<file path="src/rtl/ios_pkg.sv">
package ios_pkg;
  // Serial control port framing
  localparam logic [7:0] DEV_ADDR = 8'hE8;
  localparam logic [5:0] CMD_NUM = 6'h06;
  localparam int ADDR_BITS = 8;
  localparam int WORD_BITS = 16;
  localparam int CNT_W = 5;
  localparam logic [CNT_W-1:0] ADDR_CNT = 5'h08;
  localparam logic [CNT_W-1:0] WORD_CNT = 5'h10;
  localparam int CMD_MSB = 7;
  localparam int CMD_LSB = 2;
  localparam int CHIP_LSB = 0;
  // Command word fields
  localparam int DISABLE_BIT = 15;
  localparam int THRU_MSB = 14;
  localparam int THRU_LSB = 12;
  localparam int UNLOCK_BIT = 11;
  localparam int DEMOD_MSB = 10;
  localparam int DEMOD_LSB = 8;
  // Input pins and selector codes
  localparam int NUM_RX = 7;
  localparam logic [2:0] SEL_RX0 = 3'h0;
  localparam logic [2:0] SEL_MOD = 3'h7;
  // Oscillator amplifier modes
  localparam logic [1:0] AMP_CONTINUOUS = 2'h0;
  localparam logic [1:0] AMP_STOP_ON_LOCK = 2'h1;

  typedef struct packed {
    logic throughOutputDisable;
    logic [2:0] throughOutputSelect;
    logic unlockInputSwitch;
    logic [2:0] demodInputSelect;
  } ios_cfg_t;

  localparam ios_cfg_t CFG_RESET = '{1'b0, SEL_RX0, 1'b0, SEL_RX0};

  typedef struct packed {
    logic [1:0] oscAmpOperationMode;
    logic fsChangeErrorEnable;
    logic commonClockSourceSelect;
    logic rSideClockSourceSelect;
  } ios_clk_cfg_t;

  typedef enum logic [2:0] {
    SRC_PLL = 3'b001,
    SRC_WAIT = 3'b010,
    SRC_XTAL = 3'b100
  } ios_src_t;
endpackage

</file>
<file path="src/rtl/ios_input_output_select.sv">
`timescale 1ns/1ps
`default_nettype none
// Notes on behaviour
// - With the amplifier always running or fs changes kept off the error flag, a clock source switch leaves the receive error flag alone.
// - Otherwise every clock source switch adds one error pulse to the receive error flag.
// - Moving to the crystal source does not drop the PLL locked condition.
// - With the amplifier stopping on lock, leaving the locked PLL for the crystal waits until the oscillator is stable.
// - In that deferred case the output data switch happens together with the crystal switch, never before.
// - Through-output codes 000 to 100 route inputs 0 to 4, and 000 is the reset value.
// - Through-output code 101 routes input 5 (alt V), 110 input 6 (alt U), 111 the modulator output.
// - The through-output disable bit passes data at 0 (reset) and holds the pin low at 1.
// - The unlock switch bit at 1 switches the demodulator input while the PLL is unlocked; 0 is reset.
// - Each command word follows device address E8 and carries command 6 with two chip address bits.
module ios_input_output_select (
  // Clock and reset
  input wire logic mclk,
  input wire logic rst,
  // Serial control port pins
  input wire logic serClk,
  input wire logic serData,
  input wire logic serEnable,
  input wire logic [1:0] chipAddress,
  // Bi-phase inputs and modulator
  input wire logic [ios_pkg::NUM_RX-1:0] rxInput,
  input wire logic modulatorOutput,
  // Clocking status and settings from neighbouring logic
  input wire logic pllLocked,
  input wire logic oscStable,
  input wire ios_pkg::ios_clk_cfg_t clkCfg,
  input wire logic rawReceiveError,
  // Outputs
  output logic demodData,
  output logic throughOutputPin,
  output logic crystalClockSource,
  output logic outputDataFromXtal,
  output logic receiveErrorFlag,
  output logic pllLockedHeld
);
  logic wordValid;
  logic [ios_pkg::WORD_BITS-1:0] word;
  ios_pkg::ios_cfg_t cfg;
  ios_pkg::ios_cfg_t next_cfg;
  logic [ios_pkg::NUM_RX-1:0] rxMeta;
  logic [ios_pkg::NUM_RX-1:0] next_rxMeta;
  logic [ios_pkg::NUM_RX-1:0] rxSync;
  logic [ios_pkg::NUM_RX-1:0] next_rxSync;
  logic modSync;
  logic next_modSync;
  logic thruPick;
  logic demodPick;
  logic next_demodData;
  logic next_throughOutputPin;
  ios_pkg::ios_src_t srcState;
  ios_pkg::ios_src_t next_srcState;
  logic switchEvent;
  logic wantXtal;
  logic stopOnLock;
  logic next_crystalClockSource;
  logic next_outputDataFromXtal;
  logic errorOnSwitch;
  logic next_receiveErrorFlag;
  logic next_pllLockedHeld;

  ios_serial_rx serialRx (
    .mclk(mclk),
    .rst(rst),
    .serClk(serClk),
    .serData(serData),
    .serEnable(serEnable),
    .chipAddress(chipAddress),
    .wordValid(wordValid),
    .word(word)
  );

  // Shared by both selectors so codes map the same way
  function automatic logic pickSource(input logic [2:0] code,
                                      input logic [ios_pkg::NUM_RX-1:0] rx,
                                      input logic modOut);
    if (code == ios_pkg::SEL_MOD) begin
      pickSource = modOut;
    end else begin
      pickSource = rx[code];
    end
  endfunction

  always_comb begin
    next_cfg = cfg;
    if (wordValid) begin
      next_cfg.throughOutputDisable = word[ios_pkg::DISABLE_BIT];
      next_cfg.throughOutputSelect = word[ios_pkg::THRU_MSB:ios_pkg::THRU_LSB];
      next_cfg.unlockInputSwitch = word[ios_pkg::UNLOCK_BIT];
      next_cfg.demodInputSelect = word[ios_pkg::DEMOD_MSB:ios_pkg::DEMOD_LSB];
    end
  end

  always_ff @(posedge mclk or posedge rst) begin
    if (rst) begin
      cfg <= ios_pkg::CFG_RESET;
    end else begin
      cfg <= next_cfg;
    end
  end

  // Input pins are captured twice, the modulator output once, before any selector reads them
  always_comb begin
    next_rxMeta = rxInput;
    next_rxSync = rxMeta;
    next_modSync = modulatorOutput;
  end

  always_ff @(posedge mclk or posedge rst) begin
    if (rst) begin
      rxMeta <= '0;
      rxSync <= '0;
      modSync <= 1'b0;
    end else begin
      rxMeta <= next_rxMeta;
      rxSync <= next_rxSync;
      modSync <= next_modSync;
    end
  end

  always_comb begin
    thruPick = pickSource(cfg.throughOutputSelect, rxSync, modSync);
    demodPick = pickSource(cfg.demodInputSelect, rxSync, modSync);
    next_throughOutputPin = 1'b0;
    if (!cfg.throughOutputDisable) begin
      next_throughOutputPin = thruPick;
    end
    // Unlocked with the switch set: demod follows the through path instead
    if (cfg.unlockInputSwitch && !pllLocked) begin
      next_demodData = thruPick;
    end else begin
      next_demodData = demodPick;
    end
  end

  always_ff @(posedge mclk or posedge rst) begin
    if (rst) begin
      demodData <= 1'b0;
      throughOutputPin <= 1'b0;
    end else begin
      demodData <= next_demodData;
      throughOutputPin <= next_throughOutputPin;
    end
  end

  // Clock source tracking; the PLL lock is never touched here, only reported
  always_comb begin
    wantXtal = !pllLocked
        || clkCfg.commonClockSourceSelect
        || clkCfg.rSideClockSourceSelect;
    stopOnLock = pllLocked
        && clkCfg.oscAmpOperationMode == ios_pkg::AMP_STOP_ON_LOCK;
    next_srcState = srcState;
    switchEvent = 1'b0;
    case (srcState)
      ios_pkg::SRC_PLL: begin
        if (wantXtal) begin
          if (stopOnLock && !oscStable) begin
            next_srcState = ios_pkg::SRC_WAIT;
          end else begin
            next_srcState = ios_pkg::SRC_XTAL;
            switchEvent = 1'b1;
          end
        end
      end
      ios_pkg::SRC_WAIT: begin
        if (!wantXtal) begin
          next_srcState = ios_pkg::SRC_PLL;
        end else if (oscStable || !stopOnLock) begin
          // Losing lock or leaving stop-on-lock ends the wait as well
          next_srcState = ios_pkg::SRC_XTAL;
          switchEvent = 1'b1;
        end
      end
      ios_pkg::SRC_XTAL: begin
        if (!wantXtal) begin
          next_srcState = ios_pkg::SRC_PLL;
          switchEvent = 1'b1;
        end
      end
      default: begin
        next_srcState = ios_pkg::SRC_PLL;
      end
    endcase
    next_crystalClockSource = (next_srcState == ios_pkg::SRC_XTAL);
    // Data path moves with the clock, never ahead of it
    next_outputDataFromXtal = (next_srcState == ios_pkg::SRC_XTAL);
  end

  always_ff @(posedge mclk or posedge rst) begin
    if (rst) begin
      srcState <= ios_pkg::SRC_PLL;
      crystalClockSource <= 1'b0;
      outputDataFromXtal <= 1'b0;
    end else begin
      srcState <= next_srcState;
      crystalClockSource <= next_crystalClockSource;
      outputDataFromXtal <= next_outputDataFromXtal;
    end
  end

  always_comb begin
    errorOnSwitch = clkCfg.oscAmpOperationMode != ios_pkg::AMP_CONTINUOUS
        && clkCfg.fsChangeErrorEnable;
    next_receiveErrorFlag = rawReceiveError;
    if (switchEvent && errorOnSwitch) begin
      next_receiveErrorFlag = 1'b1;
    end // otherwise untouched by the switch
    // Lock is only reported here; no source move ever clears it
    next_pllLockedHeld = pllLocked;
  end

  always_ff @(posedge mclk or posedge rst) begin
    if (rst) begin
      receiveErrorFlag <= 1'b0;
      pllLockedHeld <= 1'b0;
    end else begin
      receiveErrorFlag <= next_receiveErrorFlag;
      pllLockedHeld <= next_pllLockedHeld;
    end
  end
endmodule
`default_nettype wire

</file>
<file path="src/rtl/ios_serial_rx.sv">
`timescale 1ns/1ps
`default_nettype none
module ios_serial_rx (
  // Clock and reset
  input wire logic mclk,
  input wire logic rst,
  // Serial control pins
  input wire logic serClk,
  input wire logic serData,
  input wire logic serEnable,
  // Chip address straps
  input wire logic [1:0] chipAddress,
  // Accepted command word
  output logic wordValid,
  output logic [15:0] word
);
  logic [2:0] clkSync, next_clkSync;
  logic [1:0] datSync, next_datSync;
  logic [2:0] enSync, next_enSync;
  logic [7:0] addrShift, next_addrShift;
  logic [15:0] dataShift, next_dataShift;
  logic [ios_pkg::CNT_W-1:0] addrCnt, next_addrCnt;
  logic [ios_pkg::CNT_W-1:0] dataCnt, next_dataCnt;
  logic [15:0] next_word;
  logic next_wordValid;
  logic clkRise, enRise, enFall;

  always_comb begin
    next_clkSync = {clkSync[1:0], serClk};
    next_datSync = {datSync[0], serData};
    next_enSync = {enSync[1:0], serEnable};
    clkRise = clkSync[1] & ~clkSync[2];
    enRise = enSync[1] & ~enSync[2];
    enFall = ~enSync[1] & enSync[2];
    next_addrShift = addrShift;
    next_dataShift = dataShift;
    next_addrCnt = addrCnt;
    next_dataCnt = dataCnt;
    next_word = word;
    next_wordValid = 1'b0;
    // Address goes in LSB first while enable is low, data while it is high
    if (clkRise && !enSync[1] && addrCnt != ios_pkg::ADDR_CNT) begin
      next_addrShift = {datSync[1], addrShift[7:1]};
      next_addrCnt = addrCnt + 1'b1;
    end
    if (clkRise && enSync[1] && dataCnt != ios_pkg::WORD_CNT) begin
      next_dataShift = {datSync[1], dataShift[15:1]};
      next_dataCnt = dataCnt + 1'b1;
    end
    if (enRise) begin
      next_dataCnt = '0;
    end
    if (enFall) begin
      next_addrCnt = '0;
      // Short or foreign frames are dropped whole, never half applied
      if (addrCnt == ios_pkg::ADDR_CNT && addrShift == ios_pkg::DEV_ADDR
          && dataCnt == ios_pkg::WORD_CNT
          && dataShift[ios_pkg::CMD_MSB:ios_pkg::CMD_LSB] == ios_pkg::CMD_NUM
          && dataShift[ios_pkg::CMD_LSB-1:ios_pkg::CHIP_LSB] == chipAddress) begin
        next_word = dataShift;
        next_wordValid = 1'b1;
      end
    end
  end

  always_ff @(posedge mclk or posedge rst) begin
    if (rst) begin
      // Idle serial clock is high; a low reset value would fake a first edge
      clkSync <= '1;
      datSync <= '0;
      enSync <= '0;
      addrShift <= '0;
      dataShift <= '0;
      addrCnt <= '0;
      dataCnt <= '0;
      word <= '0;
      wordValid <= 1'b0;
    end else begin
      clkSync <= next_clkSync;
      datSync <= next_datSync;
      enSync <= next_enSync;
      addrShift <= next_addrShift;
      dataShift <= next_dataShift;
      addrCnt <= next_addrCnt;
      dataCnt <= next_dataCnt;
      word <= next_word;
      wordValid <= next_wordValid;
    end
  end
endmodule
`default_nettype wire

</file>
<file path="config.mk">
export PLATFORM = sky130hd
export DESIGN_NAME = ios_input_output_select
export DESIGN_NICKNAME = d
export VERILOG_FILES = /design/src/rtl/ios_pkg.sv /design/src/rtl/ios_input_output_select.sv /design/src/rtl/ios_serial_rx.sv
export SDC_FILE = /design/constraint.sdc
export NUM_CORES = 1
export LEC_CHECK = 0
export ABC_CLOCK_PERIOD_IN_PS = 2000
export BUFFER_PORTS_ARGS = -buffer_cell sky130_fd_sc_hd__buf_2
export CAP_MARGIN = 20
export CORE_MARGIN = 4
export CORE_UTILIZATION = 33
export DETAILED_ROUTE_END_ITERATION = 10
export PLACE_DENSITY = 0.54
export SKIP_CTS_REPAIR_TIMING = 1
export SYNTH_ARGS = -nofsm -noshare
export SYNTH_HDL_FRONTEND = slang
export SYNTH_HIERARCHICAL = 1
export SYNTH_SLANG_ARGS = --single-unit
</file>
<file path="constraint.sdc">
create_clock -name mclk -period 2 [get_ports mclk]
set_input_delay 0.4 -clock mclk [delete_from_list [all_inputs] [get_ports mclk]]
set_output_delay 0.4 -clock mclk [all_outputs]
set_load 0.05 [all_outputs]
</file>
---- Word level (Yosys, flattened, before mapping) ----
Cells that the tools add are included.
cells by class
  add/subtract/negate cells ............... 2
  equal/unequal tests ..................... 14
  reduce and logical (&&, ||, !) cells .... 24
  order comparisons ....................... 2
  bitwise gates (word level) .............. 6
  multiplexer cells ....................... 27
operators with widths
  operator                                            number
  two-way mux 5 bit                                   4
  two-way mux 3 bit                                   5
  two-way mux 1 bit                                   14
  logical AND 1 bit                                   13
  == test 3 bit, second input constant                4
  adder 5 x 1 -> 5 bit, second input constant         2
  case mux 3 bit (3 select lines)                     1
  == test 8 bit, second input constant                1
  < comparator 3 x 4 -> 1 bit, second input constant  2
  binary-select mux 1 bit (select 3 bit)              2
  == test 6 x 3 -> 1 bit, second input constant       1
  nonzero test 2 bit                                  3
  == test 5 x 4 -> 1 bit, second input constant       1
  == test 5 bit, second input constant                1
  != test 5 x 4 -> 1 bit, second input constant       1
  != test 5 bit, second input constant                1
  logical NOT 1 bit                                   4
  AND 1 bit                                           3
  == test 3 x 1 -> 1 bit, second input constant       1
  == test 3 x 2 -> 1 bit, second input constant       1
  logical OR 1 bit                                    3
  NOT 1 bit                                           3
  case mux 1 bit (3 select lines)                     1
  == test 2 x 1 -> 1 bit, second input constant       1
  2 further kinds                                     2
storage, ports and cells
  bits of input ports ..................... 23
  output and inout port bits .............. 6
  logic and storage cells ................. 97
  register bits ........................... 90

---- Longest topological paths before layout ----
  depth after elaboration ................. 9
  gate-level depth with buffers ........... 8
  depth with buffers taken out ............ 6

---- By module ----
The synthesis kept the hierarchy.
modules (own cells, without submodules)
  module                   area an instance (um^2)  sequential area each (um^2)  cells an instance  times used
  ios_serial_rx            2368.5                   1480.2                       161                1
  ios_input_output_select  1161.1                   777.0                        74                 1

---- Worst setup path after synthesis ----
OpenSTA, ideal clock, no wires.
  kind .................................... reg-to-reg
  from .................................... register serialRx/dataCnt[0] (netlist bit)
  to ...................................... register serialRx.word[0]
  data arrival time ....................... 1.941 ns
  slack ................................... -0.069 ns
  buffers on the path ..................... 1
  stages on the path, launching flop included .. 8
  setup time .............................. 0.127 ns
  period minus slack after synthesis ...... 2.069 ns
  required time ........................... 1.873 ns
  cell sequence ........................... dfrtp_1 > inv_1 > ha_1 > and4bb_2 > nand4_1 > nor4_4 > buf_6 > mux2_1
between the ends
  longest elaborated chain between the ends .. 5
ends and longest elaborated chain
  what                           RTL line             RTL
  from (decl)                    ios_serial_rx.sv:23  logic [ios_pkg::CNT_W-1:0] dataCnt, next_dataCnt;
  from (signal assigned)         ios_serial_rx.sv:85  dataCnt <= next_dataCnt;
  == test 5 bit                  ios_serial_rx.sv:57  && dataCnt == ios_pkg::WORD_CNT
  logical AND 1 bit              ios_serial_rx.sv:57
  logical AND 1 bit              ios_serial_rx.sv:58  && dataShift[ios_pkg::CMD_MSB:ios_pkg::CMD_LSB] == ios_pkg::CMD_NUM
  logical AND 1 bit              ios_serial_rx.sv:59  && dataShift[ios_pkg::CMD_LSB-1:ios_pkg::CHIP_LSB] == chipAddress) begin
  AND reduction 2 bit (no line)  --
  to (signal assigned)           ios_serial_rx.sv:86  word <= next_word;
  to (decl)                      ios_serial_rx.sv:15  output logic [15:0] word
No other way between the ends.
A chain may end at the register's enable or synchronous reset.

---- Worst setup path after layout ----
  from .................................... register serialRx/addrCnt[0] (netlist bit)
  to ...................................... register serialRx.word[10]
between the ends
  longest elaborated chain between the ends .. 6
ends and longest elaborated chain
  what                           RTL line             RTL
  from (decl)                    ios_serial_rx.sv:22  logic [ios_pkg::CNT_W-1:0] addrCnt, next_addrCnt;
  from (signal assigned)         ios_serial_rx.sv:84  addrCnt <= next_addrCnt;
  == test 5 x 4 -> 1 bit         ios_serial_rx.sv:56  if (addrCnt == ios_pkg::ADDR_CNT && addrShift == ios_pkg::DEV_ADDR
  logical AND 1 bit              ios_serial_rx.sv:56
  logical AND 1 bit              ios_serial_rx.sv:57
  logical AND 1 bit              ios_serial_rx.sv:58
  logical AND 1 bit              ios_serial_rx.sv:59
  AND reduction 2 bit (no line)  --
No other way between the ends.

==> metrics.cfg <==
[yosys]
synthCells = 219
syn_nets = 246
ys_warn_count = 6
syn_area_um2 = 3269
postSynthAreaPerCell_um2 = 14.93

[grt]
grtUsageMet3_pct = 2.340
first_global_vias = 1907
grtUsageMet2_pct = 15.76
use_met1_pct = 14.63
overflow = 0
antenna_found_initial = 0
grt_use_total_pct = 10.67
top_usage_layer = met2
grt_max_degree = 32
grt_pass1_wl_mm = 9.618

[setup_path]
cp_num_buf_inv = 2
crit_chain = inv_2 -> ha_4 -> and4bb_2 -> nand4_1 -> nor4_4 -> buf_6 -> mux2_4
reg2reg_from = serialRx/addrCnt[0]
slowest_stage = dfrtp_1
cpPeakStageDelay_ns = 0.40
rr_worst_depth = 7
critPathTopFamily = simple AND/OR/NAND/NOR gates
worstPathMaxFanout = 8
endpoint_kind = flop
r2r_end = serialRx/word[10]
crit_required_ns = 2.23
start_kind = flop
r2r_slack_ns = 0.009
worstPathArrival_ns = 2.22
critical_path_cell_count = 7
critPathKind = flop to flop

[clock_tree]
cts_sinks = 82
htree_levels = 3
cts_buffer_depth = 2
cts_tree = done
clk_pin_slew_worst_paths_ns = 0.09
cts_buffers = 9
clk_latency_ns = 0.35
root_buffer = clkbuf_8

[cells_and_area]
nets = 294
drive_above_1_share_pct = 44.49
n_fill_cell = 946
layout.cells.non_filler = 405
antenna_cells = 0
multi_input_area_um2 = 1202
syn2layout_area_growth_pct = 21.05
register_area_um2 = 2057

[route]
drc_errors = 0
wl_per_cell_um = 13.55
drtAntennaViolNets = 0
viasPerCell = 4.602
drt-initial-drc-count = 60
vias = 1864
wl_mm = 5.489
dr.pass1.iters = 4

[sta]
fmax_ghz = 0.5024
finalMaxSlewViolations = 0
tightest_slew_ns = 0.5882
hold-worst-slack_ns = 0.06988
hold_viol = 0
final.period_utilization_pct = 99.53
setup_viol = 0
finalClockSkew_ns = 0.01286
min_period_ns = 1.991
rsz0062_at_grt = true
relSlewSlack_pct = 60.74

[hold_path]
holdCritPathClass = primary input to asynchronous set/reset pin

[placement]
dpl.hpwl_mm = 3.718
place.gp.congestion = 0.7279
port_buffers = 28
dpl.cell_count = 386

[floorplanning]
die_x_um = 107.5
rows = 36
start_util_pct = 33.60
die_area_um2 = 11560
coreArea_um2 = 9729
die_y_um = 107.5
pin_count = 29

[power_and_ir_drop]
powerDensity_nw_per_um2 = 980.8
ir_worst_vdd_mv = 0.3439
power_leakage_nw = 1.812

[status]
run_status = complete, no violations

[run]
maxCapViolCount = 0

==> state kept, by name (all words and copies together) (netlist names) <==
signal,cells
serialRx/dataShift,16
serialRx/clkSync,3
serialRx/datSync,2
serialRx/enSync,3
throughOutputPin,1
next_rxSync,7
serialRx/dataCnt,5
serialRx/word,8
cfg,8
srcState,3
pllLockedHeld,1
receiveErrorFlag,1
serialRx/addrShift,8
serialRx/wordValid,1
rxSync,7
demodData,1
modSync,1
serialRx/addrCnt,5
outputDataFromXtal,1
==> worst max path at each step <==
stage                        startpoint                end  slack, ns
floorplan           serialRx/addrCnt[0]   serialRx/word[8]      0.005
global placement    serialRx/addrCnt[0]  serialRx/word[10]       0.04
detailed placement  serialRx/addrCnt[0]  serialRx/word[10]       0.03
CTS                 serialRx/addrCnt[0]  serialRx/word[13]     -0.002
global route        serialRx/addrCnt[0]  serialRx/word[10]       -0.1
finish              serialRx/addrCnt[0]  serialRx/word[10]      0.009
==> worst reg2reg max path, stage by stage (launching register included) <==
cell	delay, ns
dfrtp_1	0.40
inv_2	0.09
ha_4	0.12
and4bb_2	0.25
nand4_1	0.19
nor4_4	0.33
buf_6	0.20
mux2_4	0.31
==> metal layers <==
| metal | part of all wire, % | vias to the layer above |
|---|---|---|
| met5 | 0 | - |
| met4 | 2.6 | 0 |
| met3 | 2.3 | 13 |
| met2 | 47 | 19 |
| met1 | 48 | 959 |
| li1 | - | 873 |
==> power breakdown <==
part / internal (mW) / switching, mW / total, mW
combinational: 0.317 / 0.304 / 0.621
clock: 0.587 / 0.621 / 1.21
sequential: 1.88 / 0.169 / 2.05
==> placed cells by master, fill, tap and decap left out, drive strengths merged, types with 2 or more instances in the layout <==
master and count:
nand2 2, clkinvlp 2, mux2i 3, and4bb 2, mux2 40, nand4b 4, buf 44, dfrtp 78
dfstp 4, nor3b 2, clkbuf 9, nor4bb 2, xnor2 7, nand3 5, xor2 4, nor4b 2
nor2b 5, mux4 4, nor2 15, ha 4, inv 11, nor4 4, o21ai 3
==> cell type report <==
type	count	share of cell area, %
Clock inverter	7	1.929
Inverter	8	0.7588
Tap cell	133	4.205
Sequential cell	82	51.98
Clock buffer	9	3.130
Multi-Input combinational cell	122	30.38
Timing Repair Buffer	44	7.619
==> through the flow <==
step	worst slack, ns	total power, mW	util, %	cell area (um2)	setup TNS (ns)
2_1_floorplan	0.005374	2.491	-	3269	0
3_3_place_gp	0.04068	2.672	37.78	3676	0
3_5_place_dp	0.02579	2.687	37.78	3676	0
4_1_cts	-0.002186	3.926	39.84	3876	-0.005481
5_1_grt	-0.09737	4.120	40.68	3958	-0.6714
6_report	0.009400	3.882	40.68	3958	0
Note: power is estimated with default switching activity, not from simulation.
